<file path="src/rtl/dmac_pkg.sv">
// Purpose: constants and types of the five-channel memory copy engine
// Assumes: one clock, byte addressed 16-bit external data space
// Notes:   configuration record is fetched as eight bytes, msb field first
`default_nettype none

package dmac_pkg;
  localparam int NCH        = 5;
  localparam int CH_W       = 3;
  localparam int ADDR_W     = 16;
  localparam int DATA_W     = 16;
  localparam int CNT_W      = 13;
  localparam int TRIG_N     = 31;
  localparam int TRIG_W     = 5;
  localparam int CFG_BYTES  = 8;
  localparam int BYTE_W     = 8;
  localparam int CFG_BITS   = CFG_BYTES * BYTE_W;
  localparam int LEN7_W     = 7;
  localparam int LEN8_W     = 8;
  localparam int LENW_W     = 13;

  localparam logic [CH_W-1:0]   CH_ONE     = 3'h1;
  localparam logic [CH_W-1:0]   CFG_LAST   = 3'h7;
  localparam logic [TRIG_W-1:0] TRIG_NONE  = 5'h00;
  localparam logic [TRIG_W-1:0] TRIG_PREV  = 5'h01;

  localparam logic [1:0] PRIO_LOW  = 2'h0;
  localparam logic [1:0] PRIO_NORM = 2'h1;
  localparam logic [1:0] PRIO_HIGH = 2'h2;

  localparam logic [1:0] MODE_SINGLE  = 2'h0;
  localparam logic [1:0] MODE_BLOCK   = 2'h1;
  localparam logic [1:0] MODE_RSINGLE = 2'h2;
  localparam logic [1:0] MODE_RBLOCK  = 2'h3;

  localparam logic [1:0] INC_NONE = 2'h0;
  localparam logic [1:0] INC_ONE  = 2'h1;
  localparam logic [1:0] INC_TWO  = 2'h2;
  localparam logic [1:0] INC_DEC  = 2'h3;

  localparam logic [2:0] VL_OFF   = 3'h0;
  localparam logic [2:0] VL_PLUS1 = 3'h1;
  localparam logic [2:0] VL_EXACT = 3'h2;
  localparam logic [2:0] VL_PLUS2 = 3'h3;
  localparam logic [2:0] VL_PLUS3 = 3'h4;

  localparam logic [CNT_W:0] ADD0 = 14'h0000;
  localparam logic [CNT_W:0] ADD1 = 14'h0001;
  localparam logic [CNT_W:0] ADD2 = 14'h0002;
  localparam logic [CNT_W:0] ADD3 = 14'h0003;
  localparam logic [CNT_W-1:0] CNT_ZERO = 13'h0000;
  localparam logic [CNT_W-1:0] CNT_ONE  = 13'h0001;

  localparam logic [ADDR_W-1:0] STEP_0  = 16'h0000;
  localparam logic [ADDR_W-1:0] STEP_1  = 16'h0001;
  localparam logic [ADDR_W-1:0] STEP_2  = 16'h0002;
  localparam logic [ADDR_W-1:0] STEP_4  = 16'h0004;
  localparam logic [ADDR_W-1:0] STEP_M1 = 16'hffff;
  localparam logic [ADDR_W-1:0] STEP_M2 = 16'hfffe;

  // eight-byte record, first fetched byte is the top byte
  typedef struct packed {
    logic [ADDR_W-1:0] src;
    logic [ADDR_W-1:0] dst;
    logic [2:0]        variable_length_option;
    logic [CNT_W-1:0]  count;
    logic              word;
    logic [1:0]        mode;
    logic [TRIG_W-1:0] trig;
    logic [1:0]        src_inc;
    logic [1:0]        dst_inc;
    logic              irq_en;
    logic              m8;
    logic [1:0]        prio;
  } dmac_cfg_t;

  typedef struct packed {
    logic              we;
    logic              word;
    logic [ADDR_W-1:0] addr;
    logic [DATA_W-1:0] wdata;
  } dmac_bus_t;

  typedef enum logic [2:0] {
    ST_IDLE   = 3'h0,
    ST_CFG_RQ = 3'h1,
    ST_CFG_DT = 3'h2,
    ST_RD_RQ  = 3'h3,
    ST_RD_DT  = 3'h4,
    ST_WR_RQ  = 3'h5
  } dmac_state_t;
endpackage

`default_nettype wire

</file>
<file path="src/rtl/dmac_arb.sv">
// Purpose: picks the next channel to serve
// Assumes: candidates and priorities are steady during the cycle
// Notes:   highest level first, round robin from the last winner
`default_nettype none

module dmac_arb (
  input  wire logic [dmac_pkg::NCH-1:0]      cand_in,
  input  wire logic [dmac_pkg::NCH-1:0][1:0] prio_in,
  input  wire logic [dmac_pkg::CH_W-1:0]     last_in,
  output logic                               valid_out,
  output logic [dmac_pkg::CH_W-1:0]          sel_out
);
  logic [1:0] top;
  logic       found;
  int         idx;

  // level 3 counts as high
  function automatic logic [1:0] lvl(input logic [1:0] p);
    lvl = (p >= dmac_pkg::PRIO_HIGH) ? dmac_pkg::PRIO_HIGH : p;
  endfunction

  always_comb begin
    top = dmac_pkg::PRIO_LOW;
    found = 1'b0;
    idx = 0;
    sel_out = last_in;
    for (int i = 0; i < dmac_pkg::NCH; i++) begin
      if (cand_in[i] && lvl(prio_in[i]) > top) begin
        top = lvl(prio_in[i]);
      end
    end
    for (int k = 1; k <= dmac_pkg::NCH; k++) begin
      idx = (int'(last_in) + k) % dmac_pkg::NCH;
      if (!found && cand_in[idx] && lvl(prio_in[idx]) == top) begin
        sel_out = dmac_pkg::CH_W'(idx);
        found = 1'b1;
      end
    end
    valid_out = found;
  end
endmodule

`default_nettype wire

</file>
<file path="src/rtl/dmac_top.sv">
// Purpose: five-channel memory copy engine on the shared data bus
// Assumes: memory read data is valid the cycle after an accepted read
// Notes:   one item moves at a time; config records fetched byte by byte
`default_nettype none

module dmac_top (
  input  wire logic                               MCLK_IN,
  input  wire logic                               RESET_IN,
  input  wire logic                               ARM_WR_IN,
  input  wire logic                               ARM_ABORT_IN,
  input  wire logic [dmac_pkg::NCH-1:0]           ARM_DATA_IN,
  input  wire logic [dmac_pkg::NCH-1:0]           SWREQ_IN,
  input  wire logic [dmac_pkg::NCH-1:0]           FLAG_CLR_IN,
  input  wire logic [dmac_pkg::TRIG_N-1:0]        TRIG_IN,
  input  wire logic [dmac_pkg::ADDR_W-1:0]        CFG0_ADDR_IN,
  input  wire logic [dmac_pkg::ADDR_W-1:0]        CFG1_ADDR_IN,
  input  wire logic                               CPU_REQ_IN,
  input  wire logic [dmac_pkg::DATA_W-1:0]        MEM_RDATA_IN,
  output logic                                    CPU_GRANT_OUT,
  output logic                                    MEM_REQ_OUT,
  output logic                                    MEM_WE_OUT,
  output logic                                    MEM_WORD_OUT,
  output logic [dmac_pkg::ADDR_W-1:0]             MEM_ADDR_OUT,
  output logic [dmac_pkg::DATA_W-1:0]             MEM_WDATA_OUT,
  output logic [dmac_pkg::NCH-1:0]                ARMED_OUT,
  output logic [dmac_pkg::NCH-1:0]                DONE_FLAG_OUT,
  output logic [dmac_pkg::NCH-1:0]                IRQ_OUT,
  output logic                                    BUSY_OUT
);
  localparam int NCH   = dmac_pkg::NCH;
  localparam int CNT_W = dmac_pkg::CNT_W;
  localparam int AW    = dmac_pkg::ADDR_W;

  dmac_pkg::dmac_state_t  state_reg;
  dmac_pkg::dmac_cfg_t    cfg_reg [NCH];
  dmac_pkg::dmac_cfg_t    cur;
  dmac_pkg::dmac_bus_t    bus_reg;
  logic [AW-1:0]          src_ptr_reg [NCH];
  logic [AW-1:0]          dst_ptr_reg [NCH];
  logic [CNT_W-1:0]       left_reg [NCH];
  logic [NCH-1:0]         first_reg;
  logic [NCH-1:0]         armed_reg;
  logic [NCH-1:0]         need_cfg_reg;
  logic [NCH-1:0]         pend_reg;
  logic [NCH-1:0]         flag_reg;
  logic [NCH-1:0]         irq_reg;
  logic [dmac_pkg::CFG_BITS-1:0] raw_reg;
  logic [dmac_pkg::CH_W-1:0]     ch_reg;
  logic [dmac_pkg::CH_W-1:0]     byte_reg;
  logic                   lost_reg;
  logic [NCH-1:0][1:0]    prio_vec;
  logic [NCH-1:0]         cand;
  logic [NCH-1:0]         done_vec;
  logic [NCH-1:0]         take_vec;
  logic                   arb_valid;
  logic [dmac_pkg::CH_W-1:0] arb_sel;
  logic                   want;
  logic                   go;
  logic [1:0]             cur_prio;
  logic [CNT_W-1:0]       emb_len;
  logic [CNT_W:0]         total;
  logic [CNT_W-1:0]       cap;
  logic                   vfirst;
  logic                   skip;
  logic                   item_end;
  logic [CNT_W-1:0]       left_after;
  logic                   complete;
  logic                   repeat_mode;
  logic                   block_mode;
  logic [AW-1:0]          next_src;
  logic [AW-1:0]          next_dst;
  logic [AW-1:0]          cfg_base;

  function automatic logic [AW-1:0] step(input logic [1:0] inc,
                                         input logic       word);
    unique case (inc)
      dmac_pkg::INC_NONE: step = dmac_pkg::STEP_0;
      dmac_pkg::INC_ONE:  step = word ? dmac_pkg::STEP_2 : dmac_pkg::STEP_1;
      dmac_pkg::INC_TWO:  step = word ? dmac_pkg::STEP_4 : dmac_pkg::STEP_2;
      dmac_pkg::INC_DEC:  step = word ? dmac_pkg::STEP_M2 : dmac_pkg::STEP_M1;
    endcase
  endfunction

  dmac_arb u_arb (
    .cand_in   (cand),
    .prio_in   (prio_vec),
    .last_in   (ch_reg),
    .valid_out (arb_valid),
    .sel_out   (arb_sel)
  );

  // decode of the current item
  always_comb begin
    cur = cfg_reg[ch_reg];
    want = (state_reg == dmac_pkg::ST_CFG_RQ) ||
           (state_reg == dmac_pkg::ST_RD_RQ) ||
           (state_reg == dmac_pkg::ST_WR_RQ);
    cur_prio = need_cfg_reg[ch_reg] ? dmac_pkg::PRIO_NORM : cur.prio;
    go = want && (!CPU_REQ_IN || cur_prio >= dmac_pkg::PRIO_HIGH ||
                  (cur_prio == dmac_pkg::PRIO_NORM && lost_reg));
    if (cur.word) begin
      emb_len = CNT_W'(MEM_RDATA_IN[dmac_pkg::LENW_W-1:0]);
    end else if (cur.m8) begin
      emb_len = CNT_W'(MEM_RDATA_IN[dmac_pkg::LEN7_W-1:0]);
    end else begin
      emb_len = CNT_W'(MEM_RDATA_IN[dmac_pkg::LEN8_W-1:0]);
    end
    unique case (cur.variable_length_option)
      dmac_pkg::VL_PLUS1: total = {1'b0, emb_len} + dmac_pkg::ADD1;
      dmac_pkg::VL_PLUS2: total = {1'b0, emb_len} + dmac_pkg::ADD2;
      dmac_pkg::VL_PLUS3: total = {1'b0, emb_len} + dmac_pkg::ADD3;
      default:            total = {1'b0, emb_len} + dmac_pkg::ADD0;
    endcase
    cap = (total > {1'b0, cur.count}) ? cur.count : total[CNT_W-1:0];
    vfirst = first_reg[ch_reg] && cur.variable_length_option != dmac_pkg::VL_OFF;
    skip = vfirst && cur.variable_length_option == dmac_pkg::VL_EXACT;
    item_end = (state_reg == dmac_pkg::ST_RD_DT && skip) ||
               (state_reg == dmac_pkg::ST_WR_RQ && go);
    if (state_reg == dmac_pkg::ST_RD_DT) begin
      left_after = cap;
    end else if (left_reg[ch_reg] == dmac_pkg::CNT_ZERO) begin
      left_after = dmac_pkg::CNT_ZERO;
    end else begin
      left_after = left_reg[ch_reg] - dmac_pkg::CNT_ONE;
    end
    complete = item_end && left_after == dmac_pkg::CNT_ZERO;
    repeat_mode = cur.mode == dmac_pkg::MODE_RSINGLE ||
                  cur.mode == dmac_pkg::MODE_RBLOCK;
    block_mode = cur.mode == dmac_pkg::MODE_BLOCK ||
                 cur.mode == dmac_pkg::MODE_RBLOCK;
    next_src = src_ptr_reg[ch_reg] + step(cur.src_inc, cur.word);
    next_dst = dst_ptr_reg[ch_reg] + step(cur.dst_inc, cur.word);
    if (arb_sel == dmac_pkg::CH_W'(0)) begin
      cfg_base = CFG0_ADDR_IN;
    end else begin
      cfg_base = CFG1_ADDR_IN + AW'(arb_sel - dmac_pkg::CH_ONE) *
                 AW'(dmac_pkg::CFG_BYTES);
    end
  end

  // per-channel arming, requests and flags
  generate
    for (genvar i = 0; i < NCH; i++) begin : g_ch
      logic trig_hit;
      logic [dmac_pkg::TRIG_N-1:0] tv;
      assign prio_vec[i] = cfg_reg[i].prio;
      assign cand[i] = armed_reg[i] && (need_cfg_reg[i] || pend_reg[i]);
      assign done_vec[i] = complete && ch_reg == dmac_pkg::CH_W'(i);
      assign take_vec[i] = state_reg == dmac_pkg::ST_IDLE && arb_valid &&
                           arb_sel == dmac_pkg::CH_W'(i) && !need_cfg_reg[i];
      always_comb begin
        tv = TRIG_IN;
        tv[dmac_pkg::TRIG_PREV] = done_vec[(i + NCH - 1) % NCH];
        trig_hit = cfg_reg[i].trig != dmac_pkg::TRIG_NONE &&
                   tv[cfg_reg[i].trig];
      end

      always_ff @(posedge MCLK_IN or posedge RESET_IN) begin
        if (RESET_IN) begin
          armed_reg[i] <= 1'b0;
          need_cfg_reg[i] <= 1'b0;
        end else if (ARM_WR_IN && ARM_DATA_IN[i]) begin
          armed_reg[i] <= !ARM_ABORT_IN;
          need_cfg_reg[i] <= !ARM_ABORT_IN;
        end else if (done_vec[i] && !repeat_mode) begin
          armed_reg[i] <= 1'b0;
        end else if (state_reg == dmac_pkg::ST_CFG_DT && byte_reg ==
                     dmac_pkg::CFG_LAST && ch_reg == dmac_pkg::CH_W'(i)) begin
          need_cfg_reg[i] <= 1'b0;
        end
      end

      always_ff @(posedge MCLK_IN or posedge RESET_IN) begin
        if (RESET_IN) begin
          pend_reg[i] <= 1'b0;
        end else if (armed_reg[i] && (SWREQ_IN[i] || trig_hit)) begin
          pend_reg[i] <= 1'b1;
        end else if (take_vec[i] || !armed_reg[i]) begin
          pend_reg[i] <= 1'b0;
        end
      end

      always_ff @(posedge MCLK_IN or posedge RESET_IN) begin
        if (RESET_IN) begin
          flag_reg[i] <= 1'b0;
          irq_reg[i] <= 1'b0;
        end else begin
          flag_reg[i] <= done_vec[i] || (flag_reg[i] && !FLAG_CLR_IN[i]);
          irq_reg[i] <= done_vec[i] && cfg_reg[i].irq_en;
        end
      end

      // record, pointers and item counter
      always_ff @(posedge MCLK_IN or posedge RESET_IN) begin
        if (RESET_IN) begin
          cfg_reg[i] <= '0;
          src_ptr_reg[i] <= '0;
          dst_ptr_reg[i] <= '0;
          left_reg[i] <= '0;
          first_reg[i] <= 1'b0;
        end else if (ch_reg == dmac_pkg::CH_W'(i)) begin
          if (state_reg == dmac_pkg::ST_CFG_DT &&
              byte_reg == dmac_pkg::CFG_LAST) begin
            cfg_reg[i] <= {raw_reg[dmac_pkg::CFG_BITS-dmac_pkg::BYTE_W-1:0],
                           MEM_RDATA_IN[dmac_pkg::BYTE_W-1:0]};
            src_ptr_reg[i] <= raw_reg[dmac_pkg::CFG_BITS-dmac_pkg::BYTE_W-1 -:
                                      AW];
            dst_ptr_reg[i] <= raw_reg[dmac_pkg::CFG_BITS-dmac_pkg::BYTE_W-AW-1
                                      -: AW];
            left_reg[i] <= raw_reg[dmac_pkg::CFG_BITS-dmac_pkg::BYTE_W-
                                   2*AW-4 -: CNT_W];
            first_reg[i] <= 1'b1;
          end else if (complete && repeat_mode) begin
            src_ptr_reg[i] <= cur.src;
            dst_ptr_reg[i] <= cur.dst;
            left_reg[i] <= cur.count;
            first_reg[i] <= 1'b1;
          end else if (state_reg == dmac_pkg::ST_RD_DT) begin
            if (vfirst) begin
              left_reg[i] <= cap;
              first_reg[i] <= 1'b0;
            end
            if (skip) begin
              src_ptr_reg[i] <= next_src;
            end
          end else if (state_reg == dmac_pkg::ST_WR_RQ && go) begin
            src_ptr_reg[i] <= next_src;
            dst_ptr_reg[i] <= next_dst;
            left_reg[i] <= left_after;
          end
        end
      end
    end
  endgenerate

  // engine sequence
  always_ff @(posedge MCLK_IN or posedge RESET_IN) begin
    if (RESET_IN) begin
      state_reg <= dmac_pkg::ST_IDLE;
      ch_reg <= '0;
      byte_reg <= '0;
      raw_reg <= '0;
    end else begin
      unique case (state_reg)
        dmac_pkg::ST_IDLE: if (arb_valid) begin
          ch_reg <= arb_sel;
          byte_reg <= '0;
          state_reg <= need_cfg_reg[arb_sel] ? dmac_pkg::ST_CFG_RQ :
                       dmac_pkg::ST_RD_RQ;
        end
        dmac_pkg::ST_CFG_RQ: if (go) begin
          state_reg <= dmac_pkg::ST_CFG_DT;
        end
        dmac_pkg::ST_CFG_DT: begin
          raw_reg <= {raw_reg[dmac_pkg::CFG_BITS-dmac_pkg::BYTE_W-1:0],
                      MEM_RDATA_IN[dmac_pkg::BYTE_W-1:0]};
          byte_reg <= byte_reg + dmac_pkg::CH_ONE;
          state_reg <= (byte_reg == dmac_pkg::CFG_LAST) ?
                       dmac_pkg::ST_IDLE : dmac_pkg::ST_CFG_RQ;
        end
        dmac_pkg::ST_RD_RQ: if (!armed_reg[ch_reg]) begin
          state_reg <= dmac_pkg::ST_IDLE;
        end else if (go) begin
          state_reg <= dmac_pkg::ST_RD_DT;
        end
        dmac_pkg::ST_RD_DT: begin
          if (!skip) begin
            state_reg <= dmac_pkg::ST_WR_RQ;
          end else if (complete || !block_mode) begin
            state_reg <= dmac_pkg::ST_IDLE;
          end else begin
            state_reg <= dmac_pkg::ST_RD_RQ;
          end
        end
        dmac_pkg::ST_WR_RQ: if (go) begin
          state_reg <= (complete || !block_mode) ? dmac_pkg::ST_IDLE :
                       dmac_pkg::ST_RD_RQ;
        end
        default: state_reg <= dmac_pkg::ST_IDLE;
      endcase
    end
  end

  // registered bus request fields
  always_ff @(posedge MCLK_IN or posedge RESET_IN) begin
    if (RESET_IN) begin
      bus_reg <= '0;
    end else if (state_reg == dmac_pkg::ST_IDLE && arb_valid) begin
      bus_reg.we <= 1'b0;
      bus_reg.word <= need_cfg_reg[arb_sel] ? 1'b0 : cfg_reg[arb_sel].word;
      bus_reg.addr <= need_cfg_reg[arb_sel] ? cfg_base :
                      src_ptr_reg[arb_sel];
    end else if (state_reg == dmac_pkg::ST_CFG_DT) begin
      bus_reg.addr <= bus_reg.addr + dmac_pkg::STEP_1;
    end else if (state_reg == dmac_pkg::ST_RD_DT && !skip) begin
      bus_reg.we <= 1'b1;
      bus_reg.addr <= dst_ptr_reg[ch_reg];
      bus_reg.wdata <= cur.word ? MEM_RDATA_IN :
                       {{dmac_pkg::BYTE_W{1'b0}},
                        MEM_RDATA_IN[dmac_pkg::BYTE_W-1:0]};
    end else if (item_end) begin
      bus_reg.we <= 1'b0;
      bus_reg.addr <= next_src;
    end
  end

  // normal level alternates with the cpu
  always_ff @(posedge MCLK_IN or posedge RESET_IN) begin
    if (RESET_IN) begin
      lost_reg <= 1'b0;
    end else if (want && CPU_REQ_IN && cur_prio == dmac_pkg::PRIO_NORM) begin
      lost_reg <= !lost_reg;
    end
  end

  assign CPU_GRANT_OUT = CPU_REQ_IN && !go;
  assign MEM_REQ_OUT   = go;
  assign MEM_WE_OUT    = bus_reg.we;
  assign MEM_WORD_OUT  = bus_reg.word;
  assign MEM_ADDR_OUT  = bus_reg.addr;
  assign MEM_WDATA_OUT = bus_reg.wdata;
  assign ARMED_OUT     = armed_reg;
  assign DONE_FLAG_OUT = flag_reg;
  assign IRQ_OUT       = irq_reg;
  assign BUSY_OUT      = state_reg != dmac_pkg::ST_IDLE;
endmodule

`default_nettype wire

</file>
<file path="config.mk">
export PLATFORM = sky130hd
export DESIGN_NAME = dmac_top
export DESIGN_NICKNAME = d
export VERILOG_FILES = /design/src/rtl/dmac_pkg.sv /design/src/rtl/dmac_arb.sv /design/src/rtl/dmac_top.sv
export SDC_FILE = /design/constraint.sdc
export NUM_CORES = 2
export LEC_CHECK = 0
export BUFFER_PORTS_ARGS = -buffer_cell sky130_fd_sc_hd__buf_2
export CAP_MARGIN = 20
export CORE_ASPECT_RATIO = 1.2
export CORE_MARGIN = 2
export CORE_UTILIZATION = 50
export CTS_BUF_LIST = sky130_fd_sc_hd__clkbuf_2 sky130_fd_sc_hd__clkbuf_4 sky130_fd_sc_hd__clkbuf_8
export DETAILED_ROUTE_END_ITERATION = 8
export GPL_ROUTABILITY_DRIVEN = 0
export PLACE_DENSITY = 0.67
export RECOVER_POWER = 25
export SLEW_MARGIN = 10
export SYNTH_ARGS = -nofsm -noshare
export SYNTH_HDL_FRONTEND = slang
export SYNTH_SLANG_ARGS = --single-unit
</file>
<file path="constraint.sdc">
create_clock -name MCLK_IN -period 26 [get_ports MCLK_IN]
set_input_delay 2.6 -clock MCLK_IN [delete_from_list [all_inputs] [get_ports MCLK_IN]]
set_output_delay 2.6 -clock MCLK_IN [all_outputs]
set_load 0.05 [all_outputs]
</file>
==> impl_results.md <==
* CP peak stage delay at 850 ps
* Via count at 29600
* Top Layer Used: met4
* Number of flops mapped to enable cells by yosys at 0
* Dpl cells at 4493
* Lkg Pwr at 0.0205 uW
* CP required at 26630 ps
* Adder-cell share of the synthesized area at 3.46%
* Core region area at 78100 um2
* Clk sinks at 675
* Total gr overflow at 0
* Main combinational cell family by area after synthesis: multiplexers
* CP arrival at 12560 ps
* Via density at 6.31
* Cts hold-fix bufs at 0
* Reg2Reg Launch Point: ch_reg[1]$_DFFE_PP0P_
* Pwr dens at 129 nW/um2
* R2R depth at 38
* DR WL/cell at 24.0 um
* Multi-input gate area at 21200 um2
* Post-DP HPWL at 74000 um
* Reg2reg setup slack at 14070 ps
* Finished Layout Cells at 4690
* CP startpoint: ch_reg[1]$_DFFE_PP0P_
* Share of the synthesized area in the top cell type at 42.8%
* Area growth syn-to-layout at 9.49%
* WS Path Type: reg -> reg
* Final setup violation count at 0
* M1 WL at 46600 um
* Avg Inst Size Synth at 11.3 um2
* IO Count at 151
* DR DRC count at 0
* Clk root buf: clkbuf_8
* Synthesized flop and latch total at 675
* Slowest-stage cell, CP: ha_1
* CTS H-Tree Depth at 3
* Gr usage total at 27.8%
* Final Skew at 50.3 ps
* CTS tree: yes
* Crit. path cell count at 38
* Synth top cells by count: dfrtp_1 (675), mux2_2 (423), nand2_1 (397)
* Initial Util at 50.6%
* Met2 wire length at 54600 um
* Top delay family on crit path: compound AO/OA/AOI/OAI gates
* Run status: finished, violations left
* Share of layout cells above drive strength 1 at 28.6%
* Number of global-route vias before repair at 29700
* Xor/xnor share of the synthesized area at 1.37%
* Synth area leader: dfrtp_1
* Floorplan row count at 112
* Final count of hold timing violations at 0
* Post-synthesis compound-gate area fraction at 13.8%
* Die ar. at 81300 um2
* Setup TNS at 0 ps
* Async set or reset register ratio after synthesis at 100%
* Unrepaired setup endpoints after global routing: false
* Max-Cap Viols at 9
* Met3 wire length at 6770 um
* Final hold slack at 460 ps
* Max Transition Viols Final at 541
* Synth Net Count at 3705
* Mux cell area share after synthesis at 25.1%
* Fmax at 0.0838 GHz
* Global-route wire length before repair at 175000 um
* CP endpoint kind: flip-flop
* Antenna Nets Post-Route at 0
* Die Y at 312 um
* Synth Warn # at 0
* Largest net degree at the start of global routing at 182
* Setup Buffers After CTS at 0
* # fillers at 6655
* Initial antenna violation count at 2
* Die width at 261 um
* Register Area at 16900 um2
* Crit path buf inv count at 5
* Worst setup path end: MEM_ADDR_OUT[15]$_DFFE_PP0P_
* Mapped Cells at 3499
* Port bufs at 149
* Fin crit share at 45.9%
* Insertion delay to the later sink of the worst-skew pair at 760 ps
* Worst-Margin Slew at 5540 ps
* Routed wire length at 113000 um
* Cell with the most instances after synthesis: dfrtp_1
* Fin crit period at 11930 ps
* Failing checks: max-capacitance violations, max-slew violations
* Crit start category: flip-flop
* Post-synthesis simple-gate area fraction at 10.0%
* Largest register FFs at 320
* Worst slew margin at -269%
* Critical Path Fanout Max at 36
* Distinct cells, synth at 108
* Ys flop type: dfrtp_1
* CTS max path bufs at 3
* Worst-path clk slew at 60 ps
* Tightest Hold Check Type: reg -> reg
* Nets at 3783
* Seq/Total Area, Yosys at 42.8%
* Post-CTS resize count at 0
* Peak VDD IR at 215 uV
* Synthesized area at 39500 um2
* Largest cells by area after synthesis: dfrtp_1 (43%), mux2_2 (12%), mux4_2 (7.8%)
* Total CTS buffers at 105
* Detailed Route Iter0 Violations at 2823
* DR pass1 iterations at 6
* Worst R2R End: MEM_ADDR_OUT[15]$_DFFE_PP0P_
-- layout by cell type, fill, tap and decap left out, types with 37 or more instances in the layout --
cell / n
nand2_1: 395
inv_1: 86
buf_2: 148
nor2_1: 134
ha_1: 103
a22o_1: 51
mux2_4: 37
nand3_1: 62
dfrtp_1: 673
clkbuf_8: 137
nor3_1: 41
xnor2_1: 39
mux2_2: 423
mux2_1: 57
o21ai_0: 170
a22oi_1: 39
mux4_2: 136
mux2i_1: 88
and3_1: 41
a21oi_1: 109
-- final cells by class --
type / instances / share of cell area (%)
Multi-Input combinational cell: 2505 / 49.1
Sequential cell: 675 / 39.1
Clock buffer: 167 / 4.88
Tap cell: 1026 / 2.97
Timing Repair Buffer: 199 / 2.70
Inverter: 91 / 0.798
Clock inverter: 24 / 0.454
Antenna cell: 3 / 0.0174
-- worst min-delay path by stage --
stage | start | end | cells past startpoint
6_report | MEM_WDATA_OUT[13]$_DFFE_PP0P_ | MEM_WDATA_OUT[13]$_DFFE_PP0P_ | 2
4_1_cts | MEM_WDATA_OUT[13]$_DFFE_PP0P_ | MEM_WDATA_OUT[13]$_DFFE_PP0P_ | 2
5_1_grt | lost_reg$_DFFE_PP0P_ | lost_reg$_DFFE_PP0P_ | 1
3_5_place_dp | MEM_WDATA_OUT[13]$_DFFE_PP0P_ | MEM_WDATA_OUT[13]$_DFFE_PP0P_ | 2
3_3_place_gp | MEM_WDATA_OUT[9]$_DFFE_PP0P_ | MEM_WDATA_OUT[9]$_DFFE_PP0P_ | 2
2_1_floorplan | lost_reg$_DFFE_PP0P_ | lost_reg$_DFFE_PP0P_ | 1
-- through the flow --
step / worst slack [ps] / area, um2 / utilization [%] / total power [uW]
3_5_place_dp: 14280 / 41000 / 52.5 / 4570
6_report: 14070 / 43300 / 55.4 / 5580
5_1_grt: 13320 / 43300 / 55.4 / 5940
4_1_cts: 14150 / 43300 / 55.5 / 5560
3_3_place_gp: 14390 / 41000 / 52.5 / 4540
2_1_floorplan: 4480 / 39500 / - / 3670
-- routing by layer --
layer	vias up	GRT usage, %
met2	1091	46.4
met1	15000	36.1
li1	13200	-
met5	-	0
met3	289	3.87
met4	0	11.9
-- report_power, final --
group / total, uW / internal [uW] / switching, uW / leakage [uW]
combinational: 3240 / 1130 / 2100 / 0.0101
clock: 969 / 535 / 433 / 0.00123
sequential: 1370 / 1190 / 180 / 0.00916
-- cell families (layout without fill, tap and decap cells) --
family                     after synthesis  in the layout
AOI/OAI and AO/OA                      761            761
xor gates and xnor gates                62             62
adders and majority gates              107            107
buffers and inverters                  319            481
DFF                                    675            675
muxes                                  741            741
other                                    0              3
and+or+nand+nor                        834            834
-- tightest hold or removal path: stages (launching register included) --
cell and delay [ps]:
dfrtp_1 340, nand2_1 50, nand2_1 40
Note: power is estimated with default switching activity, not from simulation.
